## src/core/clock_select_alarm_control_pkg.sv

```systemverilog
// Contract
// - reset pin low clears all
// - reset: defaults, outputs off
// - invalid pins report inputs one-three
// - invalid pins: enable, shared polarity
// - irq pin: maskable, own polarity
// - alarm-out mode: combined alarm
// - irq pin tristates otherwise
// - register select; pins tristate
// - auto: pins show three/four active
// - active pins: enable, polarity
// - align pin realigns frame sync
// - missing-pulse alarm, all inputs
// - offset alarm against input two
// - manual, revertive, non-revertive
// - hold uses aged history
// - fifteen-bit fine phase word
// - coarse phase steps
// - bypass passes input through
// - fifth output as frame sync
// - unlock pin: enable, polarity, status
package clock_select_alarm_control_pkg;

    localparam int CLK_MHZ = 100;

    // ********
    // timing
    // ********
    localparam int         LOS_TIME_NS     = 2000;
    localparam logic [7:0] LOS_CYCLES      = 8'((LOS_TIME_NS * CLK_MHZ + 999) / 1000);
    localparam int         HIST_TIME_NS    = 10000;
    localparam logic [9:0] HIST_CYCLES     = 10'((HIST_TIME_NS * CLK_MHZ) / 1000);
    localparam int         HIST_DEPTH      = 4;
    localparam int         FOS_WINDOW      = 64;
    localparam int         FOS_THRESH_S3   = 1;
    localparam int         FOS_THRESH_SMC  = 4;
    localparam logic [7:0] FOS_WIN_LAST    = 8'(FOS_WINDOW - 1);
    localparam logic [7:0] FOS_S3_HI       = 8'(FOS_WINDOW + FOS_THRESH_S3);
    localparam logic [7:0] FOS_S3_LO       = 8'(FOS_WINDOW - FOS_THRESH_S3);
    localparam logic [7:0] FOS_SMC_HI      = 8'(FOS_WINDOW + FOS_THRESH_SMC);
    localparam logic [7:0] FOS_SMC_LO      = 8'(FOS_WINDOW - FOS_THRESH_SMC);
    localparam int         FINE_STEP_PS    = 3;
    localparam int         FINE_RANGE_PS   = 110;
    localparam int         COARSE_STEP_PS  = 200;

    // ********
    // register map
    // ********
    localparam logic [7:0] OFF_CTRL   = 8'h00;
    localparam logic [7:0] OFF_PINCFG = 8'h04;
    localparam logic [7:0] OFF_MASK   = 8'h08;
    localparam logic [7:0] OFF_PHASE  = 8'h0C;
    localparam logic [7:0] OFF_STATUS = 8'h10;
    localparam logic [7:0] OFF_FLAGS  = 8'h14;

    localparam int CTRL_MODE_LSB  = 0;
    localparam int CTRL_PINSEL    = 2;
    localparam int CTRL_REGSEL    = 3;
    localparam int CTRL_OUT_EN    = 5;
    localparam int CTRL_BYPASS    = 6;
    localparam int CTRL_FSYNC_CFG = 7;
    localparam int CTRL_ALIGN_EN  = 8;
    localparam int CTRL_FOS_SMC   = 9;
    localparam int CTRL_W         = 10;

    localparam int PC_BAD_EN  = 0;
    localparam int PC_BAD_POL = 3;
    localparam int PC_IRQ_EN  = 4;
    localparam int PC_IRQ_POL = 5;
    localparam int PC_ALM_EN  = 6;
    localparam int PC_ACT_EN  = 7;
    localparam int PC_ACT_POL = 11;
    localparam int PC_LOL_EN  = 12;
    localparam int PC_UNLOCK_POLARITY = 13;
    localparam int PC_W       = 14;

    localparam int PH_INC = 16;
    localparam int PH_DEC = 17;
    localparam int FINE_W = 15;

    localparam int FLAG_LOS    = 0;
    localparam int FLAG_FOS    = 4;
    localparam int FLAG_UNLOCK = 8;
    localparam int FLAG_HOLD   = 9;
    localparam int FLAG_W      = 10;

    localparam int ST_ACTIVE = 8;
    localparam int ST_UNLOCK = 12;
    localparam int ST_HOLD   = 13;

    localparam logic [CTRL_W-1:0] CTRL_RST = 10'h000;
    localparam logic [PC_W-1:0]   PC_RST   = 14'h0000;
    localparam logic [FLAG_W-1:0] MASK_RST = 10'h000;
    localparam logic [FINE_W-1:0] FINE_RST = 15'h0000;

    typedef enum logic [1:0] {
        MODE_MANUAL      = 2'b00,
        MODE_REVERTIVE   = 2'b01,
        MODE_NONREVERT   = 2'b10
    } sel_mode_type;

    typedef struct packed {
        logic        psel;
        logic        penable;
        logic        pwrite;
        logic [7:0]  paddr;
        logic [31:0] pwdata;
    } apb_req_type;

    typedef struct packed {
        logic [31:0] prdata;
        logic        pready;
        logic        pslverr;
    } apb_rsp_type;

    typedef struct packed {
        logic level;
        logic oe;
    } pin_drive_type;

endpackage

```

## src/core/clock_select_alarm_control.sv

```systemverilog
// The address map and the APB interface to the registers were decided locally.
`timescale 1ns/1ns
module clock_select_alarm_control
    import clock_select_alarm_control_pkg::*;
(
    input  wire logic          core_clk,
    input  wire logic          srst,
    input  wire apb_req_type   apb_req,
    output apb_rsp_type        apb_rsp,
    input  wire logic          rst_n_pin,
    input  wire logic          input_clock_one,
    input  wire logic          input_clock_two,
    input  wire logic          input_clock_three,
    input  wire logic          input_clock_four,
    input  wire logic          pll_locked_pin,
    input  wire logic          frame_align_pin,
    input  wire logic [15:0]   freq_word,
    input  wire logic          select0_active3_pin_in,
    input  wire logic          select1_active4_pin_in,
    output pin_drive_type      select0_active3_pin,
    output pin_drive_type      select1_active4_pin,
    output pin_drive_type      input1_invalid_pin,
    output pin_drive_type      input2_invalid_pin,
    output pin_drive_type      input3_invalid_pin,
    output pin_drive_type      irq_alarm_pin,
    output pin_drive_type      input1_active_pin,
    output pin_drive_type      input2_active_pin,
    output pin_drive_type      input3_active_pin,
    output pin_drive_type      input4_active_pin,
    output pin_drive_type      unlock_pin,
    output logic               clock_output_enable,
    output logic               bypass_enable,
    output logic               frame_sync_output,
    output logic               frame_realign,
    output logic [FINE_W-1:0]  fine_phase_word,
    output logic               coarse_phase_inc,
    output logic               coarse_phase_dec,
    output logic               holdover_active,
    output logic [15:0]        holdover_word,
    output logic [1:0]         active_input
);

    // ********
    // pin synchronisers
    // ********
    localparam int SYN_W = 9;

    logic [SYN_W-1:0] syn_a_r;
    logic [SYN_W-1:0] syn_b_r;
    logic [3:0]       clk_prev_r;
    logic [3:0]       clk_s;
    logic [3:0]       clk_edge;
    logic             rst_n_s;
    logic [1:0]       sel_pin_s;
    logic             align_s;
    logic             locked_s;
    logic             rst;

    always_ff @(posedge core_clk) begin
        if (srst) begin
            syn_a_r    <= '0;
            syn_b_r    <= '0;
            clk_prev_r <= '0;
        end else begin
            syn_a_r    <= {pll_locked_pin, frame_align_pin, select1_active4_pin_in,
                           select0_active3_pin_in, rst_n_pin, input_clock_four,
                           input_clock_three, input_clock_two, input_clock_one};
            syn_b_r    <= syn_a_r;
            clk_prev_r <= clk_s;
        end
    end

    assign clk_s     = syn_b_r[3:0];
    assign clk_edge  = clk_s & ~clk_prev_r;
    assign rst_n_s   = syn_b_r[4];
    assign sel_pin_s = syn_b_r[6:5];
    assign align_s   = syn_b_r[7];
    assign locked_s  = syn_b_r[8];
    // pin reset lasts while its synced level is low
    assign rst       = srst | ~rst_n_s;

    // ********
    // registers
    // ********
    logic [CTRL_W-1:0] ctrl_r;
    logic [CTRL_W-1:0] ctrl_nxt;
    logic [PC_W-1:0]   pc_r;
    logic [PC_W-1:0]   pc_nxt;
    logic [FLAG_W-1:0] mask_r;
    logic [FLAG_W-1:0] mask_nxt;
    logic [FLAG_W-1:0] flags_r;
    logic [FLAG_W-1:0] flags_nxt;
    logic [FLAG_W-1:0] flag_set;
    logic [FINE_W-1:0] fine_r;
    logic [FINE_W-1:0] fine_nxt;
    logic              inc_r;
    logic              inc_nxt;
    logic              dec_r;
    logic              dec_nxt;
    logic [31:0]       prdata_r;
    logic [31:0]       prdata_nxt;
    logic              pslverr_r;
    logic              pslverr_nxt;
    logic [31:0]       status;
    logic              wr_en;
    logic              setup;
    logic              mapped;

    logic [3:0]        los_r;
    logic [3:0]        fos_r;
    logic [3:0]        alarm;
    logic [1:0]        act_r;
    logic              hold_r;
    logic [3:0]        act_onehot;

    assign setup  = apb_req.psel & ~apb_req.penable;
    assign wr_en  = apb_req.psel & apb_req.penable & apb_req.pwrite;
    assign mapped = apb_req.paddr inside {OFF_CTRL, OFF_PINCFG, OFF_MASK, OFF_PHASE, OFF_STATUS, OFF_FLAGS};

    always_comb begin
        status = '0;
        status[FLAG_LOS +: 4]   = los_r;
        status[FLAG_FOS +: 4]   = fos_r;
        status[ST_ACTIVE +: 4]  = act_onehot;
        status[ST_UNLOCK]       = ~locked_s;
        status[ST_HOLD]         = hold_r;
    end

    always_comb begin
        ctrl_nxt    = ctrl_r;
        pc_nxt      = pc_r;
        mask_nxt    = mask_r;
        fine_nxt    = fine_r;
        inc_nxt     = 1'b0;
        dec_nxt     = 1'b0;
        prdata_nxt  = prdata_r;
        pslverr_nxt = pslverr_r;
        flags_nxt   = flags_r;
        if (wr_en) begin
            unique case (apb_req.paddr)
                OFF_CTRL:   ctrl_nxt  = apb_req.pwdata[CTRL_W-1:0];
                OFF_PINCFG: pc_nxt    = apb_req.pwdata[PC_W-1:0];
                OFF_MASK:   mask_nxt  = apb_req.pwdata[FLAG_W-1:0];
                OFF_PHASE: begin
                    fine_nxt = apb_req.pwdata[FINE_W-1:0];
                    inc_nxt  = apb_req.pwdata[PH_INC];
                    dec_nxt  = apb_req.pwdata[PH_DEC];
                end
                OFF_FLAGS:  flags_nxt = flags_r & ~apb_req.pwdata[FLAG_W-1:0];
                default:    flags_nxt = flags_r;
            endcase
        end
        // set beats clear
        flags_nxt = flags_nxt | flag_set;
        if (setup) begin
            pslverr_nxt = ~mapped;
            unique case (apb_req.paddr)
                OFF_CTRL:   prdata_nxt = 32'(ctrl_r);
                OFF_PINCFG: prdata_nxt = 32'(pc_r);
                OFF_MASK:   prdata_nxt = 32'(mask_r);
                OFF_PHASE:  prdata_nxt = 32'(fine_r);
                OFF_STATUS: prdata_nxt = status;
                OFF_FLAGS:  prdata_nxt = 32'(flags_r);
                default:    prdata_nxt = 32'h0000_0000;
            endcase
        end
    end

    always_ff @(posedge core_clk) begin
        if (rst) begin
            ctrl_r    <= CTRL_RST;
            pc_r      <= PC_RST;
            mask_r    <= MASK_RST;
            fine_r    <= FINE_RST;
            flags_r   <= '0;
            inc_r     <= 1'b0;
            dec_r     <= 1'b0;
            prdata_r  <= '0;
            pslverr_r <= 1'b0;
        end else begin
            ctrl_r    <= ctrl_nxt;
            pc_r      <= pc_nxt;
            mask_r    <= mask_nxt;
            fine_r    <= fine_nxt;
            flags_r   <= flags_nxt;
            inc_r     <= inc_nxt;
            dec_r     <= dec_nxt;
            prdata_r  <= prdata_nxt;
            pslverr_r <= pslverr_nxt;
        end
    end

    assign apb_rsp.prdata  = prdata_r;
    assign apb_rsp.pready  = 1'b1;
    assign apb_rsp.pslverr = pslverr_r & apb_req.psel & apb_req.penable;

    // ********
    // input monitors
    // ********
    logic [7:0] ref_cnt_r;
    logic [7:0] ref_cnt_nxt;
    logic       win_end;

    // input two is the reference; window = fixed edge count
    assign win_end = clk_edge[1] && (ref_cnt_r == FOS_WIN_LAST);

    always_comb begin
        ref_cnt_nxt = ref_cnt_r;
        if (clk_edge[1]) begin
            ref_cnt_nxt = win_end ? 8'h00 : ref_cnt_r + 8'h01;
        end
    end

    always_ff @(posedge core_clk) begin
        if (rst) begin
            ref_cnt_r <= '0;
        end else begin
            ref_cnt_r <= ref_cnt_nxt;
        end
    end

    genvar gi;
    generate
        for (gi = 0; gi < 4; gi++) begin : g_mon
            logic [7:0] los_cnt_r;
            logic [7:0] los_cnt_nxt;
            logic [7:0] fos_cnt_r;
            logic [7:0] fos_cnt_nxt;
            logic       fos_nxt;
            logic       fos_hit;

            always_comb begin
                los_cnt_nxt = los_cnt_r;
                if (clk_edge[gi]) begin
                    los_cnt_nxt = 8'h00;
                end else if (los_cnt_r != LOS_CYCLES) begin
                    los_cnt_nxt = los_cnt_r + 8'h01;
                end
                fos_cnt_nxt = fos_cnt_r;
                if (win_end) begin
                    fos_cnt_nxt = {7'h00, clk_edge[gi]};
                end else if (clk_edge[gi] && fos_cnt_r != 8'hFF) begin
                    fos_cnt_nxt = fos_cnt_r + 8'h01;
                end
                if (ctrl_r[CTRL_FOS_SMC]) begin
                    fos_hit = (fos_cnt_r > FOS_SMC_HI) || (fos_cnt_r < FOS_SMC_LO);
                end else begin
                    fos_hit = (fos_cnt_r > FOS_S3_HI) || (fos_cnt_r < FOS_S3_LO);
                end
                fos_nxt = fos_r[gi];
                if (win_end) begin
                    fos_nxt = (gi != 1) && fos_hit;
                end
            end

            always_ff @(posedge core_clk) begin
                if (rst) begin
                    los_cnt_r  <= '0;
                    fos_cnt_r  <= '0;
                    los_r[gi]  <= 1'b0;
                    fos_r[gi]  <= 1'b0;
                end else begin
                    los_cnt_r  <= los_cnt_nxt;
                    fos_cnt_r  <= fos_cnt_nxt;
                    los_r[gi]  <= (los_cnt_nxt == LOS_CYCLES);
                    fos_r[gi]  <= fos_nxt;
                end
            end
        end
    endgenerate

    assign alarm = los_r | fos_r;

    // ********
    // input selection and digital hold
    // ********
    function automatic logic [2:0] first_healthy(input logic [3:0] bad);
        logic [2:0] res;
        res = 3'b000;
        for (int k = 3; k >= 0; k--) begin
            if (!bad[k]) begin
                res = {1'b1, 2'(k)};
            end
        end
        return res;
    endfunction

    logic [1:0]                 act_nxt;
    logic                       hold_nxt;
    logic [2:0]                 pick;
    logic                       locked_d_r;
    logic                       hold_d_r;
    logic [3:0]                 los_d_r;
    logic [3:0]                 fos_d_r;
    logic [HIST_DEPTH-1:0][15:0] hist_r;
    logic [HIST_DEPTH-1:0][15:0] hist_nxt;
    logic [9:0]                 hist_cnt_r;
    logic [9:0]                 hist_cnt_nxt;
    logic [15:0]                hold_word_r;
    logic [15:0]                hold_word_nxt;
    logic                       realign_nxt;
    logic                       realign_r;

    always_comb begin
        pick     = first_healthy(alarm);
        act_nxt  = act_r;
        hold_nxt = 1'b0;
        unique case (ctrl_r[CTRL_MODE_LSB +: 2])
            MODE_REVERTIVE: begin
                act_nxt  = pick[2] ? pick[1:0] : act_r;
                hold_nxt = ~pick[2];
            end
            MODE_NONREVERT: begin
                if (alarm[act_r]) begin
                    act_nxt  = pick[2] ? pick[1:0] : act_r;
                    hold_nxt = ~pick[2];
                end
            end
            default: begin
                if (ctrl_r[CTRL_PINSEL]) begin
                    act_nxt = sel_pin_s;
                end else begin
                    act_nxt = ctrl_r[CTRL_REGSEL +: 2];
                end
                hold_nxt = alarm[act_nxt];
            end
        endcase
    end

    // history freezes in hold so the aged value stays clean
    always_comb begin
        hist_nxt      = hist_r;
        hist_cnt_nxt  = hist_cnt_r;
        hold_word_nxt = hold_word_r;
        if (!hold_r) begin
            hold_word_nxt = hist_r[HIST_DEPTH-1];
            if (hist_cnt_r == HIST_CYCLES - 10'd1) begin
                hist_cnt_nxt = 10'd0;
                hist_nxt     = {hist_r[HIST_DEPTH-2:0], freq_word};
            end else begin
                hist_cnt_nxt = hist_cnt_r + 10'd1;
            end
        end
        // sync input: three for one/three, four for two/four
        realign_nxt = ctrl_r[CTRL_ALIGN_EN] & ctrl_r[CTRL_FSYNC_CFG] & align_s
                      & clk_edge[{1'b1, act_r[0]}];
    end

    always_ff @(posedge core_clk) begin
        if (rst) begin
            act_r       <= 2'b00;
            hold_r      <= 1'b0;
            hist_r      <= '0;
            hist_cnt_r  <= '0;
            hold_word_r <= '0;
            realign_r   <= 1'b0;
            locked_d_r  <= 1'b1;
            hold_d_r    <= 1'b0;
            los_d_r     <= '0;
            fos_d_r     <= '0;
        end else begin
            act_r       <= act_nxt;
            hold_r      <= hold_nxt;
            hist_r      <= hist_nxt;
            hist_cnt_r  <= hist_cnt_nxt;
            hold_word_r <= hold_word_nxt;
            realign_r   <= realign_nxt;
            locked_d_r  <= locked_s;
            hold_d_r    <= hold_r;
            los_d_r     <= los_r;
            fos_d_r     <= fos_r;
        end
    end

    always_comb begin
        act_onehot        = 4'h0;
        act_onehot[act_r] = 1'b1;
        flag_set                   = '0;
        flag_set[FLAG_LOS +: 4]    = los_r & ~los_d_r;
        flag_set[FLAG_FOS +: 4]    = fos_r & ~fos_d_r;
        flag_set[FLAG_UNLOCK]      = locked_d_r & ~locked_s;
        flag_set[FLAG_HOLD]        = hold_r & ~hold_d_r;
    end

    // ********
    // pin drivers
    // ********
    localparam int NPIN = 11;

    pin_drive_type [NPIN-1:0] pin_r;
    pin_drive_type [NPIN-1:0] pin_nxt;
    logic                     irq_act;
    logic                     auto_mode;

    assign irq_act   = |(flags_r & mask_r);
    assign auto_mode = ctrl_r[CTRL_MODE_LSB +: 2] inside {MODE_REVERTIVE, MODE_NONREVERT};

    always_comb begin
        pin_nxt = '0;
        for (int k = 0; k < 3; k++) begin
            pin_nxt[k].level = ~(alarm[k] ^ pc_r[PC_BAD_POL]);
            pin_nxt[k].oe    = pc_r[PC_BAD_EN + k];
        end
        if (pc_r[PC_IRQ_EN]) begin
            pin_nxt[3].level = ~(irq_act ^ pc_r[PC_IRQ_POL]);
            pin_nxt[3].oe    = 1'b1;
        end else if (pc_r[PC_ALM_EN]) begin
            pin_nxt[3].level = ~((|alarm) ^ pc_r[PC_BAD_POL]);
            pin_nxt[3].oe    = 1'b1;
        end else begin
            pin_nxt[3].oe    = 1'b0;
        end
        for (int k = 0; k < 4; k++) begin
            pin_nxt[4 + k].level = ~(act_onehot[k] ^ pc_r[PC_ACT_POL]);
            pin_nxt[4 + k].oe    = pc_r[PC_ACT_EN + k];
        end
        pin_nxt[8].level  = ~(~locked_s ^ pc_r[PC_UNLOCK_POLARITY]);
        pin_nxt[8].oe     = pc_r[PC_LOL_EN];
        // manual mode: select pins stay host-driven inputs
        pin_nxt[9].level  = act_onehot[2];
        pin_nxt[9].oe     = auto_mode;
        pin_nxt[10].level = act_onehot[3];
        pin_nxt[10].oe    = auto_mode;
    end

    always_ff @(posedge core_clk) begin
        if (rst) begin
            pin_r <= '0;
        end else begin
            pin_r <= pin_nxt;
        end
    end

    assign input1_invalid_pin  = pin_r[0];
    assign input2_invalid_pin  = pin_r[1];
    assign input3_invalid_pin  = pin_r[2];
    assign irq_alarm_pin       = pin_r[3];
    assign input1_active_pin   = pin_r[4];
    assign input2_active_pin   = pin_r[5];
    assign input3_active_pin   = pin_r[6];
    assign input4_active_pin   = pin_r[7];
    assign unlock_pin          = pin_r[8];
    assign select0_active3_pin = pin_r[9];
    assign select1_active4_pin = pin_r[10];

    // ********
    // core controls
    // ********
    // outputs stay off after reset until re-enabled
    assign clock_output_enable = ctrl_r[CTRL_OUT_EN];
    assign bypass_enable       = ctrl_r[CTRL_OUT_EN] & ctrl_r[CTRL_BYPASS];
    assign frame_sync_output   = ctrl_r[CTRL_OUT_EN] & ctrl_r[CTRL_FSYNC_CFG];
    assign frame_realign       = realign_r;
    assign fine_phase_word     = fine_r;
    assign coarse_phase_inc    = inc_r;
    assign coarse_phase_dec    = dec_r;
    assign holdover_active     = hold_r;
    assign holdover_word       = hold_word_r;
    assign active_input        = act_r;

endmodule

```

## config.mk

```make
export PLATFORM = sky130hd
export DESIGN_NAME = clock_select_alarm_control
export DESIGN_NICKNAME = d
export VERILOG_FILES = /design/src/core/clock_select_alarm_control_pkg.sv /design/src/core/clock_select_alarm_control.sv
export SDC_FILE = /design/constraint.sdc
export NUM_CORES = 1
export LEC_CHECK = 0
export ABC_CLOCK_PERIOD_IN_PS = 5300
export BUFFER_PORTS_ARGS = -buffer_cell sky130_fd_sc_hd__buf_2
export CAP_MARGIN = 15
export CORE_MARGIN = 2
export CORE_UTILIZATION = 54
export CTS_CLUSTER_DIAMETER = 120
export DETAILED_ROUTE_END_ITERATION = 12
export PLACE_DENSITY = 0.82
export SYNTH_ARGS = -nofsm -noshare
export SYNTH_HDL_FRONTEND = slang
export SYNTH_SLANG_ARGS = --single-unit
export TNS_END_PERCENT = 100
```

## constraint.sdc

```tcl
create_clock -name core_clk -period 5.3 [get_ports core_clk]
set_input_delay 0 -clock core_clk [delete_from_list [all_inputs] [get_ports core_clk]]
set_output_delay 0 -clock core_clk [all_outputs]
set_load 0.005 [all_outputs]
```

== Word-level counts from Yosys, hierarchy flattened ==
Index checks and enable logic that the tools add are counted.
Storage, ports and cells
  bits in registers: 311
  input bits: 70
Operators by class
  equality and inequality tests: 21
  add/sub/neg operators: 9
  order comparisons: 16
  reductions and logical operators: 27
  bitwise operators: 53
  muxes and demuxes: 44
Operator list (number)
  case mux 15 bit (6 select lines): 1
  2-to-1 mux 8 bit: 9
  adder 8 x 1 -> 8 bit (second input constant): 8
  != test 8 bit (second input constant): 7
  > comparator 8 x 7 -> 1 bit (second input constant): 6
  less-than comparator 8 x 6 -> 1 bit (second input constant): 6
  equality test 8 bit (second input constant): 4
  2-to-1 mux 10 bit: 3
  AND 10 bit: 2
  inverter 1 bit: 19
  2-to-1 mux 1 bit: 17
  equality test 8 x 4 -> 1 bit (second input constant): 2
  equality test 8 x 5 -> 1 bit (second input constant): 2
  AND 1 bit: 12
  AND 4 bit: 3
  2-to-1 mux 3 bit: 4
  inverter 4 bit: 3
  adder 10 x 1 -> 10 bit (second input constant): 1
  equality test 10 bit (second input constant): 1
  2-to-1 mux 2 bit: 5
  inverter 10 bit: 1
  OR 10 bit: 1
  AND reduction 2 bit: 5
  OR reduction 10 bit: 1
  other kinds (22): 47

== Depth between registers and ports, before layout ==
Gate-level depths: netlist (run 1).
  depth in word-level cells: 8
  depth in mapped cells: 7
  mapped depth without buffers: 7

== Worst setup path after synthesis (run 1) ==
Ideal clock, no wire load.
  path kind: register to register
  from: reg syn_b_r[1]
  to: reg g_mon[0].fos_cnt_r[1]
  path buffers: 2
  period minus slack after synthesis: 1877 ps
  cell stages (with the launch flop): 8
  arrival time: 1749 ps
  setup slack: 3423 ps
  data required time: 5172 ps
  cells stage by stage: dfxtp_1 -> nor2b_1 -> nand3_1 -> or3_1 -> clkbuf_1 -> nand2_1 -> clkbuf_1 -> nor2_1
Between the ends
  longest elaborated chain between the ends: 3
Ends and longest elaborated chain
  from (decl): line clock_select_alarm_control.sv:49  | logic [SYN_W-1:0] syn_b_r;
  from (signal assigned): line clock_select_alarm_control.sv:68  | syn_b_r <= syn_a_r;
  AND 4 bit: line clock_select_alarm_control.sv:74  | assign clk_edge = clk_s & ~clk_prev_r;
  logical AND 1 bit: line clock_select_alarm_control.sv:205  | assign win_end = clk_edge[1] && (ref_cnt_r == FOS_WIN_LAST);
  OR reduction 2 bit (no line)
  to (signal assigned): line clock_select_alarm_control.sv:264  | fos_cnt_r <= fos_cnt_nxt;
  to (decl): line clock_select_alarm_control.sv:227  | logic [7:0] fos_cnt_r;
No other way between the ends.
A chain may end at the register's enable or synchronous reset.

== Worst setup path in the final report (run 1) ==
  from: in apb_req[38] in the netlist's numbering
  to: reg mask_r[8]
Between the ends
  longest elaborated chain between the ends: 2
Ends and longest elaborated chain
  from (decl): line clock_select_alarm_control.sv:8  | input wire apb_req_type apb_req,
  equality test 8 x 4 -> 1 bit: line clock_select_alarm_control.sv:140  | unique case (apb_req.paddr)
  AND reduction 2 bit (no line)
  to (signal assigned): line clock_select_alarm_control.sv:183  | mask_r <= mask_nxt;
  to (decl): line clock_select_alarm_control.sv:89  | logic [FLAG_W-1:0] mask_r;
No other way between the ends.

==> flow_summary.json, run 1 <==
{
  "ys_types": 62,
  "fillers": 1661,
  "wire_per_inst_um": 15.9,
  "vias": 10200,
  "synth_ff_type": "dfxtp_1",
  "cts_tree": "built",
  "portBuffers": 132,
  "pin_count": 166,
  "antenna_found_initial": 0,
  "grt_use_total_pct": 24.0,
  "die_height_um": 154,
  "critPathKind": "in2reg",
  "yosysSeqAreaShare_pct": 48.5,
  "fp.dieW_um": 154,
  "synth_top_cells_by_area": "dfxtp_1 (49%), nand2_1 (6.7%), mux2i_1 (4.9%), nor2_1 (4.6%), a21oi_1 (4.4%)",
  "relSlewSlack_pct": 26.1,
  "finalSetupTns_ns": 0,
  "clkSlewWorstSetupHoldPaths_ns": 0.07,
  "grt_overflow": 0,
  "fin_cells": 1827,
  "synth_edf_count": 0,
  "cp.arrival_ns": 2.89,
  "synth_area_um2": 12100,
  "worstPathMaxFanout": 10,
  "min_path_type": "in2reg",
  "tightest_slew_ns": 1.11,
  "power.leakage_nw": 5.37,
  "grt_pass1_wl_um": 47400,
  "first_global_vias": 9712,
  "skew_ns": 0.0224,
  "drc_errors": 0,
  "place_hpwl_um": 18100,
  "crit_path_end_kind": "flip-flop",
  "area_growth_pct": 19.0,
  "fp-row-count": 54,
  "ant_nets": 0,
  "ys_ff_latch": 294,
  "dieArea_um2": 23700,
  "gp_congestion": 0.856,
  "core_um2": 22000,
  "cts_root_buffer": "clkbuf_16",
  "synth_top_area_share_pct": 48.5,
  "grt_start_max_net_pins": 96,
  "syn_avg_cell_area_um2": 8.90,
  "post-route-period-util_pct": 45.5,
  "outcome": "finished, final reports clean",
  "drtIter0Drc": 838,
  "fmax_mhz": 415,
  "drive_gt1_share_pct": 14.4,
  "ctsLongestPathBuffers": 3,
  "rsz0062_at_grt": "false",
  "max-cap-violations": 0,
  "powerDensity_nw_per_um2": 308,
  "place_inst": 1713,
  "cts_sinks": 294,
  "fin_nets": 1615,
  "dr.pass1.iters": 5,
  "clk_latency_ns": 0.56,
  "fin_crit_ns": 2.41,
  "netlist_instances": 1363,
  "setup_viol_count_final": 0,
  "cts_setup_buffers": 0,
  "antennaDiodeCount": 0,
  "cts.repair.resized": 0,
  "yosys_warnings": 0,
  "numCtsBuffers": 29,
  "slew_violations": 0,
  "wirelength_um": 29100,
  "viasPerCell": 5.59,
  "hold_violations": 0,
  "cp-start-kind": "primary input",
  "peakVddDrop_v": 0.000252,
  "critPathRequiredTime_ns": 5.78,
  "ctsHtreeMaxLevel": 1,
  "start_util_pct": 55.2,
  "yosysTopAreaCell": "dfxtp_1",
  "async_flop_share_pct": 0
}
-- worst max-delay path, stage by stage --
cell,delay (ns)
dlygate4sd3_1,0.54
buf_2,0.12
or4_4,0.43
or3_4,0.43
nor4_4,0.54
nand2_1,0.11
dlygate4sd3_1,0.58
a21oi_1,0.14
-- path summary, 6_finish.rpt --
check / startpoint / end / slack [ns] / cells after the start
worst max-delay path: apb_req[38] / mask_r[8] / 2.89 / 8
worst min-delay path: apb_req[36] / prdata_r[0] / 0.05 / 3
worst max register to register: syn_b_r[1] / g_mon[0].fos_cnt_r[6] / 3.02 / 5
worst min register to register: syn_a_r[3] / syn_b_r[3] / 0.44 / 1
-- state kept, by name (all words and copies together), names as in the netlist, 8 cells and up --
signal / count
ref_cnt_r: 8
fine_phase_word: 15
prdata_r: 15
hist_cnt_r: 10
g_mon.fos_cnt_r: 24
pc_r: 14
hist_r: 64
mask_r: 10
ctrl_r: 10
syn_a_r: 9
syn_b_r: 9
g_mon.los_cnt_r: 32
flags_r: 10
holdover_word: 16
-- through the flow --
stage                     total power [mW]  setup WS [ns]  area [um^2]  hold slack, ns  util, %
final                                 4.45           2.89        14400          0.0453     65.7
after global routing                  4.58           2.75        14400          0.0540     65.7
after CTS                             4.47           2.97        14400          0.0182     65.7
after detailed placement              2.37           2.88        12800           0.214     58.5
after global placement                2.37           2.91        12800           0.209     58.5
after floorplan                       2.34           3.42        12200          0.0716        -
-- final cells by class --
cell class / count / area, um^2 / share of cell area [%]
sequential: 294 / 5890 / 40.8
tap: 280 / 350 / 2.43
timing repair buffer: 200 / 1320 / 9.15
clock inverter: 18 / 200 / 1.39
inverter: 38 / 143 / 0.988
clock buffer: 36 / 782 / 5.42
multi-input combinational: 961 / 5750 / 39.8
-- logic make-up (layout without fill, tap and decap cells) --
kind of cell | after synthesis | after routing | share of synthesized area (%)
muxes | 70 | 70 | 6.91
and+or+nand+nor | 571 | 571 | 22.1
xor gates and xnor gates | 70 | 70 | 5.06
adders and majority gates | 21 | 21 | 2.17
buffers and inverters | 124 | 292 | 4.76
DFF | 294 | 294 | 48.5
other | 2 | 18 | 0.0619
AOI/OAI and AO/OA | 211 | 211 | 10.4
-- cell usage after synthesis (3+ instances only) --
library cell	n
dfxtp_1	294
nand2_1	215
nor2_1	149
a21oi_1	107
mux2i_1	59
clkbuf_1	52
nor2b_1	40
inv_1	38
nand3_1	38
xor2_1	36
xnor2_1	34
nor3_1	24
o21ai_0	23
buf_4	21
ha_1	21
and2_1	18
and3_1	17
nand4_1	17
a22o_1	15
o22ai_1	15
nand2b_1	12
mux4_2	11
a31oi_1	10
o21ai_2	8
and4_1	7
buf_1	7
nor4_1	7
a211oi_1	5
o21ai_1	5
buf_6	4
nand4b_1	4
a2111oi_0	3
a22oi_1	3
a311oi_1	3
and3b_1	3
-- routing by layer --
metal / track usage (%) / up-vias / share of wire [%]
li1: - / 4921 / -
met1: 30.8 / 4847 / 43
met2: 41.0 / 381 / 48
met3: 4.11 / 71 / 6.5
met4: 8.28 / 0 / 2.6
met5: 0 / - / 0
-- repair_timing --
| item | 4_1_cts | 5_1_grt |
|---|---|---|
| hold buffers | 60 | 0 |
| setup endpoints to repair | 0 | 0 |
| endpoints found under the hold margin | 100 | 0 |
-- power breakdown --
group / switching, mW / internal [mW] / total, mW / leakage [nW]
Sequential: 0.00601 / 2.22 / 2.23 / 2.37
Combinational: 0.0708 / 0.0622 / 0.133 / 2.51
Clock: 0.886 / 1.21 / 2.09 / 0.490
-- cells in the final DEF, fill, tap and decap left out, types with 15 or more instances in the layout --
cell	synthesis	routed
nor2_1	149	148
o22ai_1	15	15
and2_1	18	18
o21ai_0	23	23
a21oi_1	107	107
clkbuf_16	0	29
xor2_1	36	36
a22o_1	15	15
dlygate4sd3_1	0	60
mux2i_1	59	59
dfxtp_1	294	294
nand3_1	38	38
conb_1	2	18
nand2_1	215	215
buf_2	2	132
nor3_1	24	23
xnor2_1	34	34
nand4_1	17	17
inv_1	38	38
nor2b_1	40	39
and3_1	17	17
ha_1	21	21
Power figures use the tool's default switching activity.
==> inputs of run 2 (changes only) <==
--- a/config.mk
+++ b/config.mk
@@ -5,14 +5,15 @@
 export SDC_FILE = /design/constraint.sdc
 export NUM_CORES = 1
 export LEC_CHECK = 0
-export ABC_CLOCK_PERIOD_IN_PS = 5300
+export ABC_AREA = 1
+export ABC_CLOCK_PERIOD_IN_PS = 2400
 export BUFFER_PORTS_ARGS = -buffer_cell sky130_fd_sc_hd__buf_2
 export CAP_MARGIN = 15
 export CORE_MARGIN = 2
 export CORE_UTILIZATION = 54
 export CTS_CLUSTER_DIAMETER = 120
 export DETAILED_ROUTE_END_ITERATION = 12
-export PLACE_DENSITY = 0.82
+export PLACE_DENSITY = 0.81
 export SYNTH_ARGS = -nofsm -noshare
 export SYNTH_HDL_FRONTEND = slang
 export SYNTH_SLANG_ARGS = --single-unit
==> constraint.sdc (replaced) <==
create_clock -name core_clk -period 2.4 [get_ports core_clk]
set_input_delay 0 -clock core_clk [delete_from_list [all_inputs] [get_ports core_clk]]
set_output_delay 0 -clock core_clk [all_outputs]
set_load 0.005 [all_outputs]
==> run 2 against run 1 <==
  * Utilization is 0.15 points higher
  * Clock skew is 0.0027 ns higher
  * Synthesized cell count is 23% higher
  * Largest power group unchanged
  * Design area is 4.0% higher
==> flow_summary.json, run 2 <==
{
  "largest_reg_flops": 64,
  "clkSlewWorstSetupHoldPaths_ns": 0.06,
  "crit_chain": "dlygate4sd3_1 -> buf_2 -> nand3_4 -> dlygate4sd3_1 -> nor2_8 -> inv_1 -> nor2_1 -> nor2_1 -> dlygate4sd3_1",
  "grt_overflow": 0,
  "wirelength_um": 30000,
  "fp-row-count": 55,
  "critPathMaxStageDelay_ns": 0.65,
  "numCtsBuffers": 30,
  "critPathKind": "in2reg",
  "cp-start-kind": "primary input",
  "clk_latency_ns": 0.58,
  "hold_violations": 0,
  "worst_slack_ns": 0.104,
  "synthMostInstantiatedCell": "dfxtp_1",
  "async_flop_share_pct": 0,
  "placed_cell_area_um2": 13300,
  "first_global_vias": 10600,
  "synth_ff_type": "dfxtp_1",
  "rsz0062_at_grt": "false",
  "fillers": 1839,
  "crit_path_top_delay_cell": "dlygate4sd3_1",
  "fp.dieW_um": 157,
  "cts_sinks": 294,
  "peakVddDrop_v": 0.000605,
  "power_mw": 10.1,
  "drc_errors": 0,
  "grt_start_max_net_pins": 135,
  "powerDensity_nw_per_um2": 675,
  "skew_ns": 0.0251,
  "fmax_mhz": 435,
  "wire_per_inst_um": 13.7,
  "finalSetupTns_ns": 0,
  "setup_viol_count_final": 0,
  "portBuffers": 132,
  "pwr-share-comb_pct": 3.3,
  "rr_startpoint": "syn_b_r[4]",
  "worstPathMaxFanout": 28,
  "final_area_um2": 15000,
  "drive_gt1_share_pct": 13.4,
  "core_um2": 22800,
  "post-route-period-util_pct": 95.7,
  "die_height_um": 157,
  "ys_types": 40,
  "synth_top_cells_by_area": "dfxtp_1 (47%), nand2_1 (7.5%), inv_1 (6.9%), a21oi_1 (6.5%), nor2_1 (6.3%)",
  "crit_path_end_kind": "flip-flop",
  "ys_ff_latch": 294,
  "synth_edf_count": 0,
  "ant_nets": 0,
  "largest_register": "hist_r",
  "start_util_pct": 55.5,
  "outcome": "finished, final reports clean",
  "yosysTopAreaCell": "dfxtp_1",
  "fin_nets": 1940,
  "cts_setup_buffers": 0,
  "cts_tree": "built",
  "fin_crit_ns": 2.30,
  "grt_use_total_pct": 24.2,
  "p_int_mw": 7.97,
  "tightest_slew_ns": 0.760,
  "yosysSeqAreaShare_pct": 46.6,
  "pin_count": 166,
  "min_path_type": "in2reg",
  "path_common_cell": "dlygate4sd3_1",
  "netlist_instances": 1670,
  "hp-start": "apb_req[34]",
  "antennaDiodeCount": 0,
  "max-cap-violations": 0,
  "relSlewSlack_pct": 49.3,
  "final_core_util_pct": 65.9,
  "cp.arrival_ns": 2.76,
  "whs_path_depth": 6,
  "rrSetupSlack_ns": 0.45,
  "slew_violations": 0,
  "synth_area_um2": 12600,
  "synth_commonest_cells": "dfxtp_1 (294), nand2_1 (253), inv_1 (233), nor2_1 (211), a21oi_1 (163)",
  "area_growth_pct": 18.7,
  "vias": 11100,
  "reg.largest.list": "hist_r x64, g_mon.los_cnt_r x32, g_mon.fos_cnt_r x24",
  "dieArea_um2": 24600,
  "place_hpwl_um": 19200,
  "p_switching_mw": 2.16,
  "grt_pass1_wl_um": 49300,
  "dp_slack_ns": 0.617,
  "yosys_warnings": 0,
  "r2r-end": "fine_phase_word[10]",
  "dr.pass1.iters": 5,
  "antenna_found_initial": 0,
  "min_to": "mask_r[0]",
  "p_seq_share_pct": 48.5,
  "drtIter0Drc": 789,
  "gp_congestion": 0.901,
  "cts_root_buffer": "clkbuf_16",
  "ctsHtreeMaxLevel": 1,
  "ctsLongestPathBuffers": 3,
  "p_clk_share_pct": 48.2,
  "ff2ff_path_depth": 6,
  "viasPerCell": 5.09,
  "critPathRequiredTime_ns": 2.86,
  "syn_avg_cell_area_um2": 7.57,
  "final_common_cell": "dfxtp_1",
  "final_cell_mix": "dfxtp_1 (294), nand2_1 (253), inv_1 (233), nor2_1 (211), a21oi_1 (163)",
  "power.leakage_nw": 6.02,
  "p_sw_share_pct": 21.3,
  "synth_top_area_share_pct": 46.6
}
==> run 2: changes by cell type after synthesis, moves of 38 or more <==
cell      delta
o21ai_1     +43
mux2i_1     -59
a21oi_1     +56
inv_1      +195
clkbuf_1    -45
nor2_1      +62
nand3_1     +42
nor2b_1     -40
nand2_1     +38
o21ai_0    +110
==> run 2: worst max-delay path by stage <==
stage                        from             endpoint  depth (start not counted)  slack, ns
CTS                   apb_req[42]  fine_phase_word[14]                          9       0.21
finish                apb_req[42]  fine_phase_word[10]                          9       0.10
global route          apb_req[42]  fine_phase_word[10]                          9      0.007
global placement    hist_cnt_r[0]        hist_cnt_r[9]                          8       0.68
detailed placement  hist_cnt_r[0]        hist_cnt_r[9]                          8       0.62
floorplan           hist_cnt_r[0]           hist_r[16]                          8       0.99
==> run 2: cell type report <==
type	count	area, um^2	share of cell area (%)
clock buffers	43	900	6.00
clock inverters	11	161	1.08
inverters	242	911	6.07
multi-input cells	1071	5320	35.4
flip-flops and latches	294	5890	39.2
well taps	313	392	2.61
repair buffers	210	1440	9.59
==> run 2: per-layer routing <==
layer,up-vias,share of wire (%),track usage (%)
met5,-,0,0
met4,0,2.8,9.61
met3,71,6.8,3.91
met2,370,47,41.2
met1,5028,43,30.6
li1,5652,-,-
==> run 2: critical path: cells and delay by family <==
family / cells / cell delay [ns]
AND/OR/NAND/NOR: 4 / 0.66
buffers and inverters: 5 / 2.10
==> run 2: per-stage QoR <==
stage                     std cells  hold WS, ns
after floorplan                1686       0.0712
after global placement         2063        0.203
final                          2184       0.0367
after global routing           2184       0.0814
after detailed placement       2063        0.205
after CTS                      2184       0.0150
==> run 2: cell families (layout without fill, tap and decap cells) <==
family,count (synthesis),count (layout),share of synthesized area (%)
buffers and inverters,321,506,11.9
xor gates and xnor gates,36,36,2.50
and+or+nand+nor,628,628,21.8
adders and majority gates,21,21,2.08
AOI/OAI and AO/OA,368,368,15.0
other,2,18,0.0594
DFF,294,294,46.6
==> run 2: power by group through the flow <==
| stage | registers [mW] | clock network (mW) | logic [mW] |
|---|---|---|---|
| after detailed placement | 5.02 | 0 | 0.251 |
| after floorplan | 5.02 | 0 | 0.177 |
| final | 4.91 | 4.88 | 0.335 |
| after CTS | 4.91 | 4.93 | 0.326 |
| after global routing | 4.91 | 5.15 | 0.369 |
| after global placement | 5.02 | 0 | 0.248 |
==> run 2: what timing repair did <==
item | 4_1_cts | 5_1_grt
endpoints found under the setup margin | 0 | 2
resized for setup | 0 | 0
hold buffers | 67 | 0
hold endpoints to repair | 110 | 0
